### src/omsc_map.svh
// register offsets, field positions and reset values of the mode and system control bank
`ifndef OMSC_MAP_SVH
`define OMSC_MAP_SVH
// ==========================================================
// register offsets (word index on the plain port)
`define OMSC_OFF_MODE_READBACK 4'h0
`define OMSC_OFF_SYSTEM_CONTROL 4'h1
`define OMSC_OFF_PORT_CTRL 4'h2
`define OMSC_OFF_BUS_AREA 4'h3
// ==========================================================
// mode readback fields
`define OMSC_MR_SEL_MSB 11
`define OMSC_MR_SEL_LSB 8
`define OMSC_MR_FIXED_HI 4'h5
`define OMSC_MR_FIXED_MID 4'h5
// ==========================================================
// system control fields
`define OMSC_SC_ACCUMULATE_SATURATION_SELECT 13
`define OMSC_SC_FETCH 11
`define OMSC_SC_ROMEN 10
`define OMSC_SC_EXTERNAL_BUS_ENABLE 9
`define OMSC_SC_ONCHIP_RAM_ENABLE 8
`define OMSC_SC_TRANSFER_CTRL_ADDRESS_MODE 1
`define OMSC_SC_FIXED_ONES 16'hD001
// ==========================================================
// port control fields
`define OMSC_PC_JKE 0
// ==========================================================
// reset values
`define OMSC_RST_ACCUMULATE_SATURATION_SELECT 1'b0
`define OMSC_RST_FETCH 1'b0
`define OMSC_RST_ONCHIP_RAM_ENABLE 1'b1
`define OMSC_RST_TRANSFER_CTRL_ADDRESS_MODE 1'b1
`define OMSC_RST_AREA 8'h00
`endif

### src/omsc_pkg.sv
// types of the mode and system control bank
package omsc_pkg;
   typedef enum logic [2:0] {
      OMSC_MODE_NONE,
      OMSC_MODE_1,
      OMSC_MODE_2,
      OMSC_MODE_3,
      OMSC_MODE_4,
      OMSC_MODE_5,
      OMSC_MODE_6,
      OMSC_MODE_7
   } omsc_mode_t;
   typedef struct packed {
      logic [3:0]  addr;
      logic [15:0] wdata;
      logic        wr;
      logic        rd;
   } omsc_req_t;
   typedef struct packed {
      logic romEnable;
      logic extBusEnable;
      logic bus16;
      logic portDEFAddr;
      logic portIData;
      logic portJKAvail;
      logic flashProg;
      logic scanEnable;
      logic modeInvalid;
   } omsc_pins_t;
endpackage : omsc_pkg

### src/omsc_ctrl.sv
// operating mode decode, mode readback and system control registers
`include "omsc_map.svh"

// ==========================================================
// Notes on behaviour
// - mode pins give modes one to seven
// - rom off in modes four, five
// - modes one to three act as seven
// - mode four starts sixteen bit wide
// - modes five, six start eight bit
// - any sixteen bit area means wide bus while bus enable is set
// - mode six address ports need direction
// - mode seven external space needs enable
// - ports j, k need their enable bit
// - readback read latches mode pins
// - mode select field encodes each mode
// - readback fixed bits, writes ignored
// - bit thirteen selects saturating accumulate
// - bit eleven selects prefetch width
// - bit ten shows rom enable, read-only
// - bus enable fixed or guarded writable
// - ram enable resets to one
// - bit one selects transfer address mode
// - reserved bits read fixed values
// - expansion area external only in modes four to six, when enabled
module omsc_ctrl (
   // clock, reset, enable
   input  wire logic                clk,
   input  wire logic                sys_rst,
   input  wire logic                clkEn,
   // strap pins
   input  wire logic [2:0]          modePins,
   // register port
   input  wire omsc_pkg::omsc_req_t busReq,
   output logic [15:0]              rdData,
   // direction registers of ports d, e, f
   input  wire logic [2:0]          portDirDEF,
   // decoded control
   output omsc_pkg::omsc_pins_t     pinCtrl,
   output logic                     accSaturate,
   output logic                     fetch16,
   output logic                     ramEnable,
   output logic                     xferShortAddr,
   output logic                     expansionExternal
);
   import omsc_pkg::*;

   // ==========================================================
   // mode capture
   omsc_mode_t modeR;
   logic       capturedR;
   logic       inResetR;
   logic [2:0] mdLatchR;
   logic       mdHeldR;

   // pins are caught once after reset release and then held
   always_ff @(posedge clk) begin
      if (sys_rst) begin
         inResetR  <= 1'b1;
         capturedR <= 1'b0;
         modeR     <= OMSC_MODE_NONE;
      end else if (clkEn && inResetR) begin
         inResetR  <= 1'b0;
         capturedR <= 1'b1;
         modeR     <= omsc_mode_t'(modePins);
      end
   end

   logic isExtMode;
   logic isRomOff;
   logic isSingle;
   assign isExtMode = (modeR == OMSC_MODE_4) || (modeR == OMSC_MODE_5) ||
                      (modeR == OMSC_MODE_6);
   assign isRomOff  = (modeR == OMSC_MODE_4) || (modeR == OMSC_MODE_5);
   assign isSingle  = capturedR && !isExtMode && (modeR != OMSC_MODE_NONE);

   // ==========================================================
   // readback latch
   logic rdReadback;
   assign rdReadback = busReq.rd && (busReq.addr == `OMSC_OFF_MODE_READBACK);

   always_ff @(posedge clk) begin
      if (sys_rst) begin
         mdLatchR <= 3'h0;
         mdHeldR  <= 1'b0;
      end else if (clkEn && rdReadback && !mdHeldR) begin
         mdLatchR <= modePins;
         mdHeldR  <= 1'b1;
      end
   end

   function automatic logic [3:0] selCode(input logic [2:0] m);
      case (m)
         3'h1:    selCode = 4'hD;
         3'h2:    selCode = 4'hC;
         3'h3:    selCode = 4'h4;
         3'h4:    selCode = 4'h2;
         3'h5:    selCode = 4'h1;
         3'h6:    selCode = 4'h5;
         3'h7:    selCode = 4'h4;
         default: selCode = 4'h0;
      endcase
   endfunction

   logic [2:0]  mdShown;
   logic [15:0] readbackVal;
   // before the first read the field follows the pins live
   assign mdShown     = (mdHeldR || rdReadback) ? (mdHeldR ? mdLatchR : modePins) : modePins;
   assign readbackVal = {`OMSC_MR_FIXED_HI, selCode(mdShown), `OMSC_MR_FIXED_MID,
                         selCode(mdShown)};

   // ==========================================================
   // system control, port control and area width registers
   logic macsR;
   logic fetchR;
   logic expeR;
   logic rameR;
   logic dtcR;
   logic jkeR;
   logic [7:0] area16R;
   logic wrSys;
   logic wrPort;
   logic wrArea;
   assign wrSys  = clkEn && busReq.wr && (busReq.addr == `OMSC_OFF_SYSTEM_CONTROL);
   assign wrPort = clkEn && busReq.wr && (busReq.addr == `OMSC_OFF_PORT_CTRL);
   assign wrArea = clkEn && busReq.wr && (busReq.addr == `OMSC_OFF_BUS_AREA);

   always_ff @(posedge clk) begin
      if (sys_rst) begin
         macsR  <= `OMSC_RST_ACCUMULATE_SATURATION_SELECT;
         fetchR <= `OMSC_RST_FETCH;
         rameR  <= `OMSC_RST_ONCHIP_RAM_ENABLE;
         dtcR   <= `OMSC_RST_TRANSFER_CTRL_ADDRESS_MODE;
      end else if (wrSys) begin
         macsR  <= busReq.wdata[`OMSC_SC_ACCUMULATE_SATURATION_SELECT];
         fetchR <= busReq.wdata[`OMSC_SC_FETCH];
         rameR  <= busReq.wdata[`OMSC_SC_ONCHIP_RAM_ENABLE];
         dtcR   <= busReq.wdata[`OMSC_SC_TRANSFER_CTRL_ADDRESS_MODE];
      end
   end

   // bus enable: forced in extended modes, guarded by port j/k enable in modes one to three and seven
   always_ff @(posedge clk) begin
      if (sys_rst) begin
         expeR <= 1'b0;
      end else if (clkEn && capturedR && isExtMode) begin
         expeR <= 1'b1;
      end else if (wrSys && isSingle && !jkeR) begin
         expeR <= busReq.wdata[`OMSC_SC_EXTERNAL_BUS_ENABLE];
      end
   end

   always_ff @(posedge clk) begin
      if (sys_rst) begin
         jkeR <= 1'b0;
      end else if (wrPort) begin
         jkeR <= busReq.wdata[`OMSC_PC_JKE];
      end
   end

   // bit set marks that area as sixteen bit; mode four starts all wide
   always_ff @(posedge clk) begin
      if (sys_rst) begin
         area16R <= `OMSC_RST_AREA;
      end else if (clkEn && inResetR) begin
         area16R <= (omsc_mode_t'(modePins) == OMSC_MODE_4) ? 8'hFF : 8'h00;
      end else if (wrArea) begin
         area16R <= busReq.wdata[7:0];
      end
   end

   logic [15:0] sysVal;
   always_comb begin
      sysVal                 = `OMSC_SC_FIXED_ONES;
      sysVal[`OMSC_SC_ACCUMULATE_SATURATION_SELECT]  = macsR;
      sysVal[`OMSC_SC_FETCH] = fetchR;
      sysVal[`OMSC_SC_ROMEN] = !isRomOff;
      sysVal[`OMSC_SC_EXTERNAL_BUS_ENABLE]  = expeR;
      sysVal[`OMSC_SC_ONCHIP_RAM_ENABLE]  = rameR;
      sysVal[`OMSC_SC_TRANSFER_CTRL_ADDRESS_MODE] = dtcR;
   end

   // ==========================================================
   // read port: data in the cycle after the strobe, unmapped reads zero
   always_ff @(posedge clk) begin
      if (sys_rst) begin
         rdData <= 16'h0000;
      end else if (clkEn) begin
         if (busReq.rd) begin
            case (busReq.addr)
               `OMSC_OFF_MODE_READBACK:  rdData <= readbackVal;
               `OMSC_OFF_SYSTEM_CONTROL: rdData <= sysVal;
               `OMSC_OFF_PORT_CTRL:      rdData <= {15'h0000, jkeR};
               `OMSC_OFF_BUS_AREA:       rdData <= {8'h00, area16R};
               default:                  rdData <= 16'h0000;
            endcase
         end else begin
            rdData <= 16'h0000;
         end
      end
   end

   // ==========================================================
   // decoded pin roles and control outputs
   logic wide;
   assign wide = |area16R;

   always_ff @(posedge clk) begin
      if (sys_rst) begin
         pinCtrl           <= '0;
         accSaturate       <= 1'b0;
         fetch16           <= 1'b0;
         ramEnable         <= 1'b1;
         xferShortAddr     <= 1'b1;
         expansionExternal <= 1'b0;
      end else if (clkEn) begin
         pinCtrl.romEnable    <= !isRomOff;
         pinCtrl.extBusEnable <= expeR;
         pinCtrl.bus16        <= expeR && wide;
         pinCtrl.portDEFAddr  <= isRomOff ? expeR :
                                 (expeR && (&portDirDEF));
         pinCtrl.portIData    <= expeR && wide;
         pinCtrl.portJKAvail  <= isSingle && !expeR && jkeR;
         pinCtrl.flashProg    <= (modeR == OMSC_MODE_1) || (modeR == OMSC_MODE_2);
         pinCtrl.scanEnable   <= (modeR == OMSC_MODE_3);
         pinCtrl.modeInvalid  <= capturedR && (modeR == OMSC_MODE_NONE);
         accSaturate          <= macsR;
         fetch16              <= fetchR;
         ramEnable            <= rameR;
         xferShortAddr        <= dtcR;
         expansionExternal    <= isExtMode && expeR;
      end
   end

   // ==========================================================
   // checks
   a_rom_bit_mode: assert property (@(posedge clk) disable iff (sys_rst)
      busReq.rd && busReq.addr == `OMSC_OFF_SYSTEM_CONTROL && clkEn
      |=> rdData[`OMSC_SC_ROMEN] == !isRomOff)
      else $error("rom bit mismatch");
   a_reserved_bits: assert property (@(posedge clk) disable iff (sys_rst)
      busReq.rd && busReq.addr == `OMSC_OFF_SYSTEM_CONTROL && clkEn
      |=> rdData[15:14] == 2'b11 && rdData[12] && rdData[0] && rdData[7:2] == 6'h00)
      else $error("reserved bits wrong");
   a_readback_fixed: assert property (@(posedge clk) disable iff (sys_rst)
      busReq.rd && busReq.addr == `OMSC_OFF_MODE_READBACK && clkEn
      |=> rdData[15:12] == 4'h5 && rdData[7:4] == 4'h5)
      else $error("readback fixed bits wrong");
   a_latch_hold: assert property (@(posedge clk) disable iff (sys_rst)
      mdHeldR && clkEn |=> mdLatchR == $past(mdLatchR))
      else $error("readback latch moved");
   a_ext_bus_on: assert property (@(posedge clk) disable iff (sys_rst)
      capturedR && isExtMode && clkEn |=> expeR)
      else $error("bus enable not forced");
   a_external_bus_enable_guard: assert property (@(posedge clk) disable iff (sys_rst)
      jkeR && !isExtMode && clkEn |=> $stable(expeR))
      else $error("bus enable changed while guarded");
   a_jk_avail: assert property (@(posedge clk) disable iff (sys_rst)
      clkEn && $past(clkEn) && pinCtrl.portJKAvail |-> $past(jkeR) && !$past(expeR))
      else $error("ports j k available wrongly");
   a_wide_bus: assert property (@(posedge clk) disable iff (sys_rst)
      clkEn && expeR && area16R != 8'h00 |=> pinCtrl.bus16 || !clkEn)
      else $error("bus not wide");
   c_mode4: cover property (@(posedge clk) capturedR && modeR == OMSC_MODE_4);
   c_mode7_external_bus_enable: cover property (@(posedge clk) isSingle && expeR);
   c_readback: cover property (@(posedge clk) rdReadback ##1 mdHeldR);
   c_jk: cover property (@(posedge clk) pinCtrl.portJKAvail);
endmodule // omsc_ctrl

### config.mk
export PLATFORM = sky130hd
export DESIGN_NAME = omsc_ctrl
export DESIGN_NICKNAME = d
export VERILOG_FILES = /design/src/omsc_pkg.sv /design/src/omsc_ctrl.sv
export VERILOG_INCLUDE_DIRS = /design/src
export SDC_FILE = /design/constraint.sdc
export NUM_CORES = 1
export LEC_CHECK = 0
export ABC_CLOCK_PERIOD_IN_PS = 3700
export BUFFER_PORTS_ARGS = -buffer_cell sky130_fd_sc_hd__buf_2
export CELL_PAD_IN_SITES_DETAIL_PLACEMENT = 0
export CELL_PAD_IN_SITES_GLOBAL_PLACEMENT = 2
export CORE_ASPECT_RATIO = 2
export CORE_MARGIN = 4
export CORE_UTILIZATION = 32
export CTS_CLUSTER_SIZE = 24
export DETAILED_ROUTE_END_ITERATION = 10
export MAX_ROUTING_LAYER = met4
export PLACE_DENSITY_LB_ADDON = 0.1
export SLEW_MARGIN = 20
export SYNTH_ARGS = -nofsm -noshare
export SYNTH_HDL_FRONTEND = slang
export SYNTH_SLANG_ARGS = --single-unit
export TNS_END_PERCENT = 1
### constraint.sdc
create_clock -name clk -period 3.7 [get_ports clk]
set_input_delay 0.555 -clock clk [delete_from_list [all_inputs] [get_ports clk]]
set_output_delay 0.555 -clock clk [all_outputs]
set_load 0.01 [all_outputs]
==> results of run 1 <==
[report_power, final]
group	switching (uW)	total, uW	internal (uW)
clock network	187	431	244
registers	15.3	579	564
logic	69.0	113	44.2
total	272	1120	852
[worst reg2reg max path, stage by stage, from the launching register on]
cell and delay, ps:
dfxtp_1 490, mux2i_2 450, xnor2_1 130, or3_4 410, a221oi_2 210
[synth_stat cells (2+ instances only)]
library cell / n
nor4_1: 3
a211oi_1: 3
nand3_1: 10
nor2b_1: 2
buf_2: 2
nand2_1: 38
xnor2_1: 2
mux2i_1: 14
a21o_1: 4
o21ai_0: 3
a22o_1: 2
clkbuf_1: 12
a221oi_1: 9
inv_1: 12
a22oi_1: 2
a2bb2oi_1: 4
a222oi_1: 2
nand2b_1: 3
buf_4: 2
a21oi_1: 17
a31oi_1: 5
o31ai_1: 2
nand4_1: 6
nor2_1: 22
dfxtp_1: 51
buf_1: 3
[stage by stage]
| stage | util (%) | instance area, um2 | setup WS (ps) | cells |
|---|---|---|---|---|
| after detailed placement | 37.6 | 2590 | 1490 | 384 |
| after global routing | 39.4 | 2720 | 1720 | 390 |
| final | 39.4 | 2720 | 1840 | 390 |
| after floorplan | - | 2250 | 1980 | 254 |
| after CTS | 39.4 | 2720 | 1800 | 390 |
| after global placement | 37.6 | 2590 | 1510 | 384 |
[worst max path at each step]
stage          depth (start not counted)        from  slack, ps         end
3_3_place_gp                           5  busReq[19]       1510       expeR
3_5_place_dp                           5  busReq[19]       1490       expeR
4_1_cts                                5  busReq[19]       1800       expeR
2_1_floorplan                          3  busReq[19]       1980  rdData[11]
6_report                               5  busReq[19]       1840       expeR
5_1_grt                                5  busReq[19]       1720      fetchR
[per-layer routing]
metal  share of wire, %  global-route usage, %
met1                 38                   18.0
met2                 56                   29.9
met3                3.7                   3.19
met4                1.7                   5.74
met5                  0                      -
[layout make-up]
class / count / share of cell area [%]
multi-input cells: 172 / 40.7
flip-flops and latches: 51 / 37.6
repair buffers: 59 / 11.2
clock buffers: 6 / 4.75
well taps: 90 / 4.15
inverters: 12 / 1.66
[sequential cells by signal (all words and copies together) (netlist names)]
name	count
accSaturate	1
area16R	8
capturedR	1
dtcR	1
expansionExternal	1
expeR	1
fetch16	1
fetchR	1
inResetR	1
jkeR	1
macsR	1
mdHeldR	1
mdLatchR	3
modeR	3
pinCtrl	8
ramEnable	1
rameR	1
rdData	15
xferShortAddr	1
[cells by family after synthesis]
logic type      count (synthesis)
mux                            16
buf+inv                        31
xor+xnor                        2
compound gates                 58
simple gates                   96
flops                          51
[layout by cell type (no fill, tap or decap), types with 5 or more instances in the layout]
cell / synthesis / routed
a21oi_1: 17 / 17
a221oi_1: 9 / 9
a31oi_1: 5 / 5
buf_2: 2 / 56
clkbuf_16: 0 / 5
dfxtp_1: 51 / 51
inv_1: 12 / 12
mux2i_1: 14 / 14
nand2_1: 38 / 38
nand3_1: 10 / 10
nand4_1: 6 / 6
nor2_1: 22 / 22
==> results.toml, run 1 <==
[timing]
relSlewSlack_pct = 47.0
fin_skew_ps = 2.38
fmax_mhz = 536
setup_violations = 0
hold_slack_ps = 459
tns_ps = 0
rsz0062_at_grt = "no"
final.period_utilization_pct = 50.4
hold_viol = 0
drv_slew = 0
tightest_slew_ps = 789
period_minus_slack_ps = 1860

[final_layout]
nets = 332
multi_input_comb_area_mm2 = 0.00110
diodes = 0
seq_area_mm2 = 0.00102
layout-drive-gt1-share_pct = 25.0
num-fill-cells = 777
areaGrowthSynthToFinish_pct = 20.6

[detailed_routing]
ant_nets = 0
wl_per_cell_um = 16.3
vias = 1994
vias_per_cell = 5.11
first_pass_iters = 5
drt_iter0_drc = 115
remaining_drc_errors = 0
wl_mm = 6.37

[logic_synthesis]
synthMuxAreaShare_pct = 7.33
yosys.area.top_type = "dfxtp_1"
ys.warnings.count = 0
synth-edff-count = 0
ys_ff_latch = 51
synthArstFlopShare_pct = 0
synth_top_area_share_pct = 45.3
synth.avg_cell_area_um2 = 8.87
yosysSeqAreaShare_pct = 45.3
synth_nets = 285
syn_inst = 254
synth_top_family_by_area = "simple AND/OR/NAND/NOR gates"
synth_area_leaders = "dfxtp_1 (45%), nand2_1 (6.3%), mux2i_1 (6.2%), a21oi_1 (3.8%), nor2_1 (3.7%)"
syn-cell-area_mm2 = 0.00225
synth_compound_area_share_pct = 19.2
synth-adder-area-share_pct = 0
ys_types = 45
synth_simple_gate_area_share_pct = 21.8
synthXorXnorAreaFrac_pct = 0.778
synth_top_flop_cell = "dfxtp_1"

[setup_path]
end_kind = "flop"
arrival_ps = 2030
rr_startpoint = "mdHeldR"
worstPathMaxFanout = 8
cp.required_ps = 3870
regToRegEndpoint = "rdData[11]"
rrSetupSlack_ps = 1940
rr_worst_depth = 4
path_class = "in -> reg"
crit_family = "simple AND/OR/NAND/NOR gates"
critPathSlowestCell = "nor4b_4"
worstPathCellList = "buf_2 -> nor4b_4 -> and3_1 -> a31o_2 -> a31oi_1"
cp-start-kind = "input port"
path_buf_inv = 1
slowest_delay_ps = 550

[clocking]
clockRootBuffer = "clkbuf_16"
cts_resized = 0
post-cts-setup-buffers = 0
path_clk_slew_ps = 60
clock_sinks = 51
clock_path_buffers = 2
clock_latency_ps = 290
h-tree-depth = 2
cts_hold_buf = 0
cts_tree = "built"
numCtsBuffers = 5

[status]
outcome = "finished, final reports clean"

[pwr]
irDropWorstVdd_uv = 247
pwr_density_cell_mw_per_mm2 = 414
p_leak_uw = 0.00107
total_power_uw = 1120

[floorplan]
core_area_mm2 = 0.00689
die_x_um = 67.3
die_area_mm2 = 0.00853
start_util_pct = 32.7
core.rowCount = 43
io_pins = 61
die_y_um = 127

[flow_run]
maxCapViolations = 0

[global_route]
grt_pass1_vias = 1961
grtUsageTotal_pct = 16.8
overflow = 0
antenna_found_initial = 0
grt_pass1_wl_mm = 10.3
grt_max_degree = 35

[placement]
place_congestion = 0.775
io_buffers = 56
hpwl_mm = 4.83

[worst_hold_path]
hold_path_depth = 2
hp-class = "reg -> reg"
hold_end = "expansionExternal"
hp-start = "expansionExternal"
Power figures use the tool's default switching activity.
==> run 2: changes to the inputs <==
--- a/config.mk
+++ b/config.mk
@@ -6,13 +6,13 @@
 export SDC_FILE = /design/constraint.sdc
 export NUM_CORES = 1
 export LEC_CHECK = 0
-export ABC_CLOCK_PERIOD_IN_PS = 3700
+export ABC_CLOCK_PERIOD_IN_PS = 1680
 export BUFFER_PORTS_ARGS = -buffer_cell sky130_fd_sc_hd__buf_2
 export CELL_PAD_IN_SITES_DETAIL_PLACEMENT = 0
 export CELL_PAD_IN_SITES_GLOBAL_PLACEMENT = 2
 export CORE_ASPECT_RATIO = 2
 export CORE_MARGIN = 4
-export CORE_UTILIZATION = 32
+export CORE_UTILIZATION = 27
 export CTS_CLUSTER_SIZE = 24
 export DETAILED_ROUTE_END_ITERATION = 10
 export MAX_ROUTING_LAYER = met4
==> constraint.sdc (replaced) <==
create_clock -name clk -period 1.68 [get_ports clk]
set_input_delay 0.252 -clock clk [delete_from_list [all_inputs] [get_ports clk]]
set_output_delay 0.252 -clock clk [all_outputs]
set_load 0.01 [all_outputs]
==> run 2 against run 1 <==
Setup slack worse by 1700 ps. Clock power increased to 2.5 times the previous value. Non-clock buffer count increased by 18. Wire length grew 8.5%. Final cell count is 6.7% higher. Final area up 6.5%. Largest power group unchanged.
==> results.toml, run 2 (synthesis gave the netlist of run 1 again) <==
[status]
outcome = "finished, final reports clean"

[floorplan]
core.rowCount = 46
die_y_um = 137
die_area_mm2 = 0.00996
core_area_mm2 = 0.00806
start_util_pct = 28.0
die_x_um = 72.6
io_pins = 61

[pwr]
p_leak_uw = 0.00118
irDropWorstVdd_uv = 417
total_power_uw = 2640
p_int_uw = 2000
pwr_density_cell_mw_per_mm2 = 915
p_sw_share_pct = 24.4
clkPwrFrac_pct = 40.9
comb_power_share_pct = 11.1
switchingPower_uw = 645
seqPwrFrac_pct = 48.0

[setup_path]
arrival_ps = 1760
cp-start-kind = "flop"
end_kind = "flop"
path_class = "reg -> reg"
crit_family = "flip-flops"
worstPathMaxFanout = 5
cp.required_ps = 1890
slowest_delay_ps = 410
rrSetupSlack_ps = 130
critPathSlowestCell = "dfxtp_2"
worstPathCellList = "mux2i_2 -> xnor2_1 -> or3_4 -> a221oi_2"
path_buf_inv = 0

[detailed_routing]
remaining_drc_errors = 0
first_pass_iters = 4
vias = 2055
wl_per_cell_um = 16.6
ant_nets = 0
drt_iter0_drc = 85
vias_per_cell = 4.94
wl_mm = 6.91

[worst_hold_path]
hp-class = "in -> reg"

[global_route]
overflow = 0
grt_max_degree = 23
grt_pass1_vias = 2056
grt_pass1_wl_mm = 11.1
grtUsageTotal_pct = 15.2
antenna_found_initial = 0

[clocking]
clock_path_buffers = 2
h-tree-depth = 2
path_clk_slew_ps = 70
cts_hold_buf = 0
numCtsBuffers = 5
post-cts-setup-buffers = 0
clockRootBuffer = "clkbuf_16"
clock_sinks = 51
clock_latency_ps = 290
cts_tree = "built"

[timing]
setup_violations = 0
drv_slew = 0
fmax_mhz = 643
tns_ps = 0
final.period_utilization_pct = 92.5
relSlewSlack_pct = 66.0
fin_skew_ps = 4.47
hold_viol = 0
tightest_slew_ps = 506
rsz0062_at_grt = "no"
period_minus_slack_ps = 1550
hold_slack_ps = 191

[final_layout]
final_cell_mix = "buf_2 (56), dfxtp_1 (50), nand2_1 (38), nor2_1 (22), buf_4 (21)"
layout-drive-gt1-share_pct = 30.3
final_common_cell = "buf_2"
fin_cells = 416
areaGrowthSynthToFinish_pct = 28.3
largest_reg_flops = 15
nets = 350
multi_input_comb_area_mm2 = 0.00111
num-fill-cells = 864
utilization_pct = 35.9
seq_area_mm2 = 0.00102
reg.largest.list = "rdData (15), area16R (8), pinCtrl (8)"
diodes = 0
top_register = "rdData"

[placement]
place_congestion = 0.786
io_buffers = 56
hpwl_mm = 5.36
dp.cells = 408

[flow_run]
maxCapViolations = 0
-- run 2: path summary, 6_finish.rpt --
path	startpoint	endpoint	cells past startpoint
hold reg to reg	pinCtrl[3]	pinCtrl[3]	2
hold / removal	busReq[3]	dtcR	3
setup / recovery	mdHeldR	rdData[11]	4
setup reg to reg	mdHeldR	rdData[11]	4
-- run 2: final cells by class --
class                   instances  area share [%]
multi-input cells             172            38.4
repair buffers                 77            15.2
well taps                      96            4.16
clock buffers                   8            5.41
inverters                      12            1.56
flip-flops and latches         51            35.4
-- run 2: power by group through the flow --
stage	logic (uW)	clock network [uW]	registers (uW)
final	293	1080	1270
after global routing	327	1160	1270
after detailed placement	299	0	1300
after global placement	298	0	1300
after floorplan	160	0	1290
after CTS	301	1120	1270
-- run 2: worst reg2reg max path, stage by stage (launching register included) --
cell	delay, ps
dfxtp_2	410
mux2i_2	320
xnor2_1	120
or3_4	400
a221oi_2	220
-- run 2: per-stage QoR --
step           instance area, um2  setup slack (ps)
6_report                     2890               126
5_1_grt                      2890              4.89
4_1_cts                      2890              5.18
3_5_place_dp                 2730              14.1
3_3_place_gp                 2730              38.5
2_1_floorplan                2250               130
-- run 2: layer usage --
metal  vias to the layer above  global-route usage (%)  part of all wire (%)
li1                       1038                       -                     -
met1                       974                    16.4                    40
met2                        37                    27.2                    56
met3                         6                    2.65                   3.1
met4                         0                    5.24                   1.7
met5                         -                       -                     0
-- run 2: what timing repair did --
item,in CTS,in global routing
setup endpoints to repair,1,4
resized for setup,1,1
pin swaps,0,0
hold endpoints to repair,0,0
==> run 3: changes to the inputs <==
--- a/config.mk
+++ b/config.mk
@@ -6,13 +6,14 @@
 export SDC_FILE = /design/constraint.sdc
 export NUM_CORES = 1
 export LEC_CHECK = 0
+export ABC_AREA = 1
 export ABC_CLOCK_PERIOD_IN_PS = 1680
 export BUFFER_PORTS_ARGS = -buffer_cell sky130_fd_sc_hd__buf_2
 export CELL_PAD_IN_SITES_DETAIL_PLACEMENT = 0
 export CELL_PAD_IN_SITES_GLOBAL_PLACEMENT = 2
 export CORE_ASPECT_RATIO = 2
 export CORE_MARGIN = 4
-export CORE_UTILIZATION = 27
+export CORE_UTILIZATION = 26
 export CTS_CLUSTER_SIZE = 24
 export DETAILED_ROUTE_END_ITERATION = 10
 export MAX_ROUTING_LAYER = met4
==> constraint.sdc (replaced) <==
create_clock -name clk -period 1.68 [get_ports clk]
set_input_delay 0.168 -clock clk [delete_from_list [all_inputs] [get_ports clk]]
set_output_delay 0.168 -clock clk [all_outputs]
set_load 0.01 [all_outputs]
==> run 3 against run 2 <==
Combinational power decreased by 3%. Area after synthesis increased by 2.3%. Sequential share of layout area increased by 0.77 points. Critical endpoint is now rdData[3]. Worst hold slack got worse by 110 ps. Synthesized cell count increased by 22%. Sequential power about the same. Critical path type unchanged. Global-route usage decreased by 1.2 points. Final cell count increased by 12%.
==> results.toml, run 3 <==
[placement]
io_buffers = 56
placed_area_mm2 = 0.00267
hpwl_mm = 5.34
place_congestion = 0.745
preCtsSetupSlack_ps = 227

[clocking]
path_clk_slew_ps = 60
post-cts-setup-buffers = 0
numCtsBuffers = 5
h-tree-depth = 2
clockRootBuffer = "clkbuf_16"
clock_latency_ps = 290
cts_tree = "built"
cts_resized = 0
clock_sinks = 51
clock_path_buffers = 2
cts_hold_buf = 0

[floorplan]
io_pins = 61
die_area_mm2 = 0.0105
die_y_um = 141
start_util_pct = 26.6
die_x_um = 74.6
core_area_mm2 = 0.00865
core.rowCount = 48

[setup_path]
path_class = "reg -> reg"
end_kind = "flop"
cp-start-kind = "flop"
regToRegEndpoint = "rdData[3]"
arrival_ps = 1650
worstPathMaxFanout = 8
rr_worst_depth = 6
cp.required_ps = 1900
rrSetupSlack_ps = 260
rr_startpoint = "mdHeldR"

[timing]
fin_skew_ps = 3.16
drv_slew = 0
fmax_mhz = 702
tightest_slew_ps = 501
tns_ps = 0
setup_ws_ps = 256
setup_violations = 0
rsz0062_at_grt = "no"
period_minus_slack_ps = 1420
hold_viol = 0
final.period_utilization_pct = 84.8
relSlewSlack_pct = 66.4

[final_layout]
nets = 397
reg.largest.list = "rdData (15), area16R (8), pinCtrl (8)"
areaGrowthSynthToFinish_pct = 22.7
top_register = "rdData"
largest_reg_flops = 15
layout-drive-gt1-share_pct = 24.3
diodes = 0
final_cell_mix = "nand2_1 (90), buf_2 (56), dfxtp_1 (51), a21oi_1 (50), inv_1 (24)"
num-fill-cells = 1016
final_common_cell = "nand2_1"
final_area_mm2 = 0.00283

[detailed_routing]
wl_per_cell_um = 14.7
ant_nets = 0
wl_mm = 6.87
vias = 2116
drt_iter0_drc = 80
vias_per_cell = 4.54
first_pass_iters = 4
remaining_drc_errors = 0

[global_route]
grt_pass1_wl_mm = 10.7
antenna_found_initial = 0
overflow = 0
grt_max_degree = 29
grt_pass1_vias = 1985
grtUsageTotal_pct = 14.0

[status]
outcome = "finished, final reports clean"

[flow_run]
maxCapViolations = 0

[logic_synthesis]
synth-edff-count = 0
yosysSeqAreaShare_pct = 44.3
synth_top_flop_cell = "dfxtp_1"
synth_top_area_share_pct = 44.3
synth_commonest_cells = "nand2_1 (90), dfxtp_1 (51), a21oi_1 (50)"
ys.warnings.count = 0
synth.avg_cell_area_um2 = 7.41
yosys.area.top_type = "dfxtp_1"
ys_types = 31
synthArstFlopShare_pct = 0
synth_most_common_cell = "nand2_1"
syn-cell-area_mm2 = 0.00230
synth_area_leaders = "dfxtp_1 (44%), nand2_1 (15%), a21oi_1 (11%), o21ai_0 (4.6%), inv_1 (3.9%)"
synth_nets = 342
ys_ff_latch = 51
syn_inst = 311

[pwr]
pwr_density_cell_mw_per_mm2 = 956
irDropWorstVdd_uv = 447
p_leak_uw = 0.00129
total_power_uw = 2700

[worst_hold_path]
hp-start = "busReq[10]"
hold_path_depth = 3
hold_end = "rameR"
hp-class = "in -> reg"
run 3: through the flow:
step,utilization (%),hold slack [ps],cells
6_report,32.7,82.9,466
5_1_grt,32.7,100,466
4_1_cts,32.7,81.2,466
3_5_place_dp,30.8,384,459
3_3_place_gp,30.8,381,459
2_1_floorplan,-,281,311
run 3: worst max-delay path by stage:
stage	from	end	slack, ps	cells past startpoint
floorplan	mdHeldR	rdData[11]	570	10
global placement	mdHeldR	rdData[3]	260	6
detailed placement	mdHeldR	rdData[3]	230	6
CTS	mdHeldR	rdData[3]	210	6
global route	mdHeldR	rdData[8]	90	7
finish	mdHeldR	rdData[3]	260	6
run 3: kinds of logic (layout without fill, tap and decap cells):
group | Yosys count | count (layout) | share of synthesized area (%)
flops | 51 | 51 | 44.3
buf+inv | 44 | 99 | 8.96
compound gates | 80 | 80 | 18.7
simple gates | 136 | 136 | 28.0
run 3: area by class of cell:
cell class | count | area (um2) | area share (%)
Multi-Input combinational cell | 216 | 1080 | 38.1
Sequential cell | 51 | 1020 | 36.1
Timing Repair Buffer | 63 | 333 | 11.8
Clock buffer | 6 | 129 | 4.56
Tap cell | 100 | 125 | 4.43
Inverter | 29 | 111 | 3.94
Clock inverter | 1 | 30.0 | 1.06
run 3: per-layer routing:
layer | vias to the layer above | share of wire, % | track usage [%]
met5 | - | 0 | -
met4 | 0 | 1.5 | 4.22
met3 | 6 | 3.2 | 2.07
met2 | 35 | 54 | 24.5
met1 | 948 | 41 | 15.9
li1 | 1127 | - | -
run 3: critical path: stages (launching register included):
cell and delay (ps):
dfxtp_1 500, inv_2 130, o21ai_0 250, nand3_1 210, nand2_1 110, nand2_1 50
a21oi_1 110
run 3: report_power, final:
| group | total, uW | switching (uW) | internal, uW |
|---|---|---|---|
| clock | 1140 | 443 | 696 |
| combinational | 283 | 185 | 97.4 |
| sequential | 1280 | 29.1 | 1250 |
| total | 2700 | 658 | 2040 |
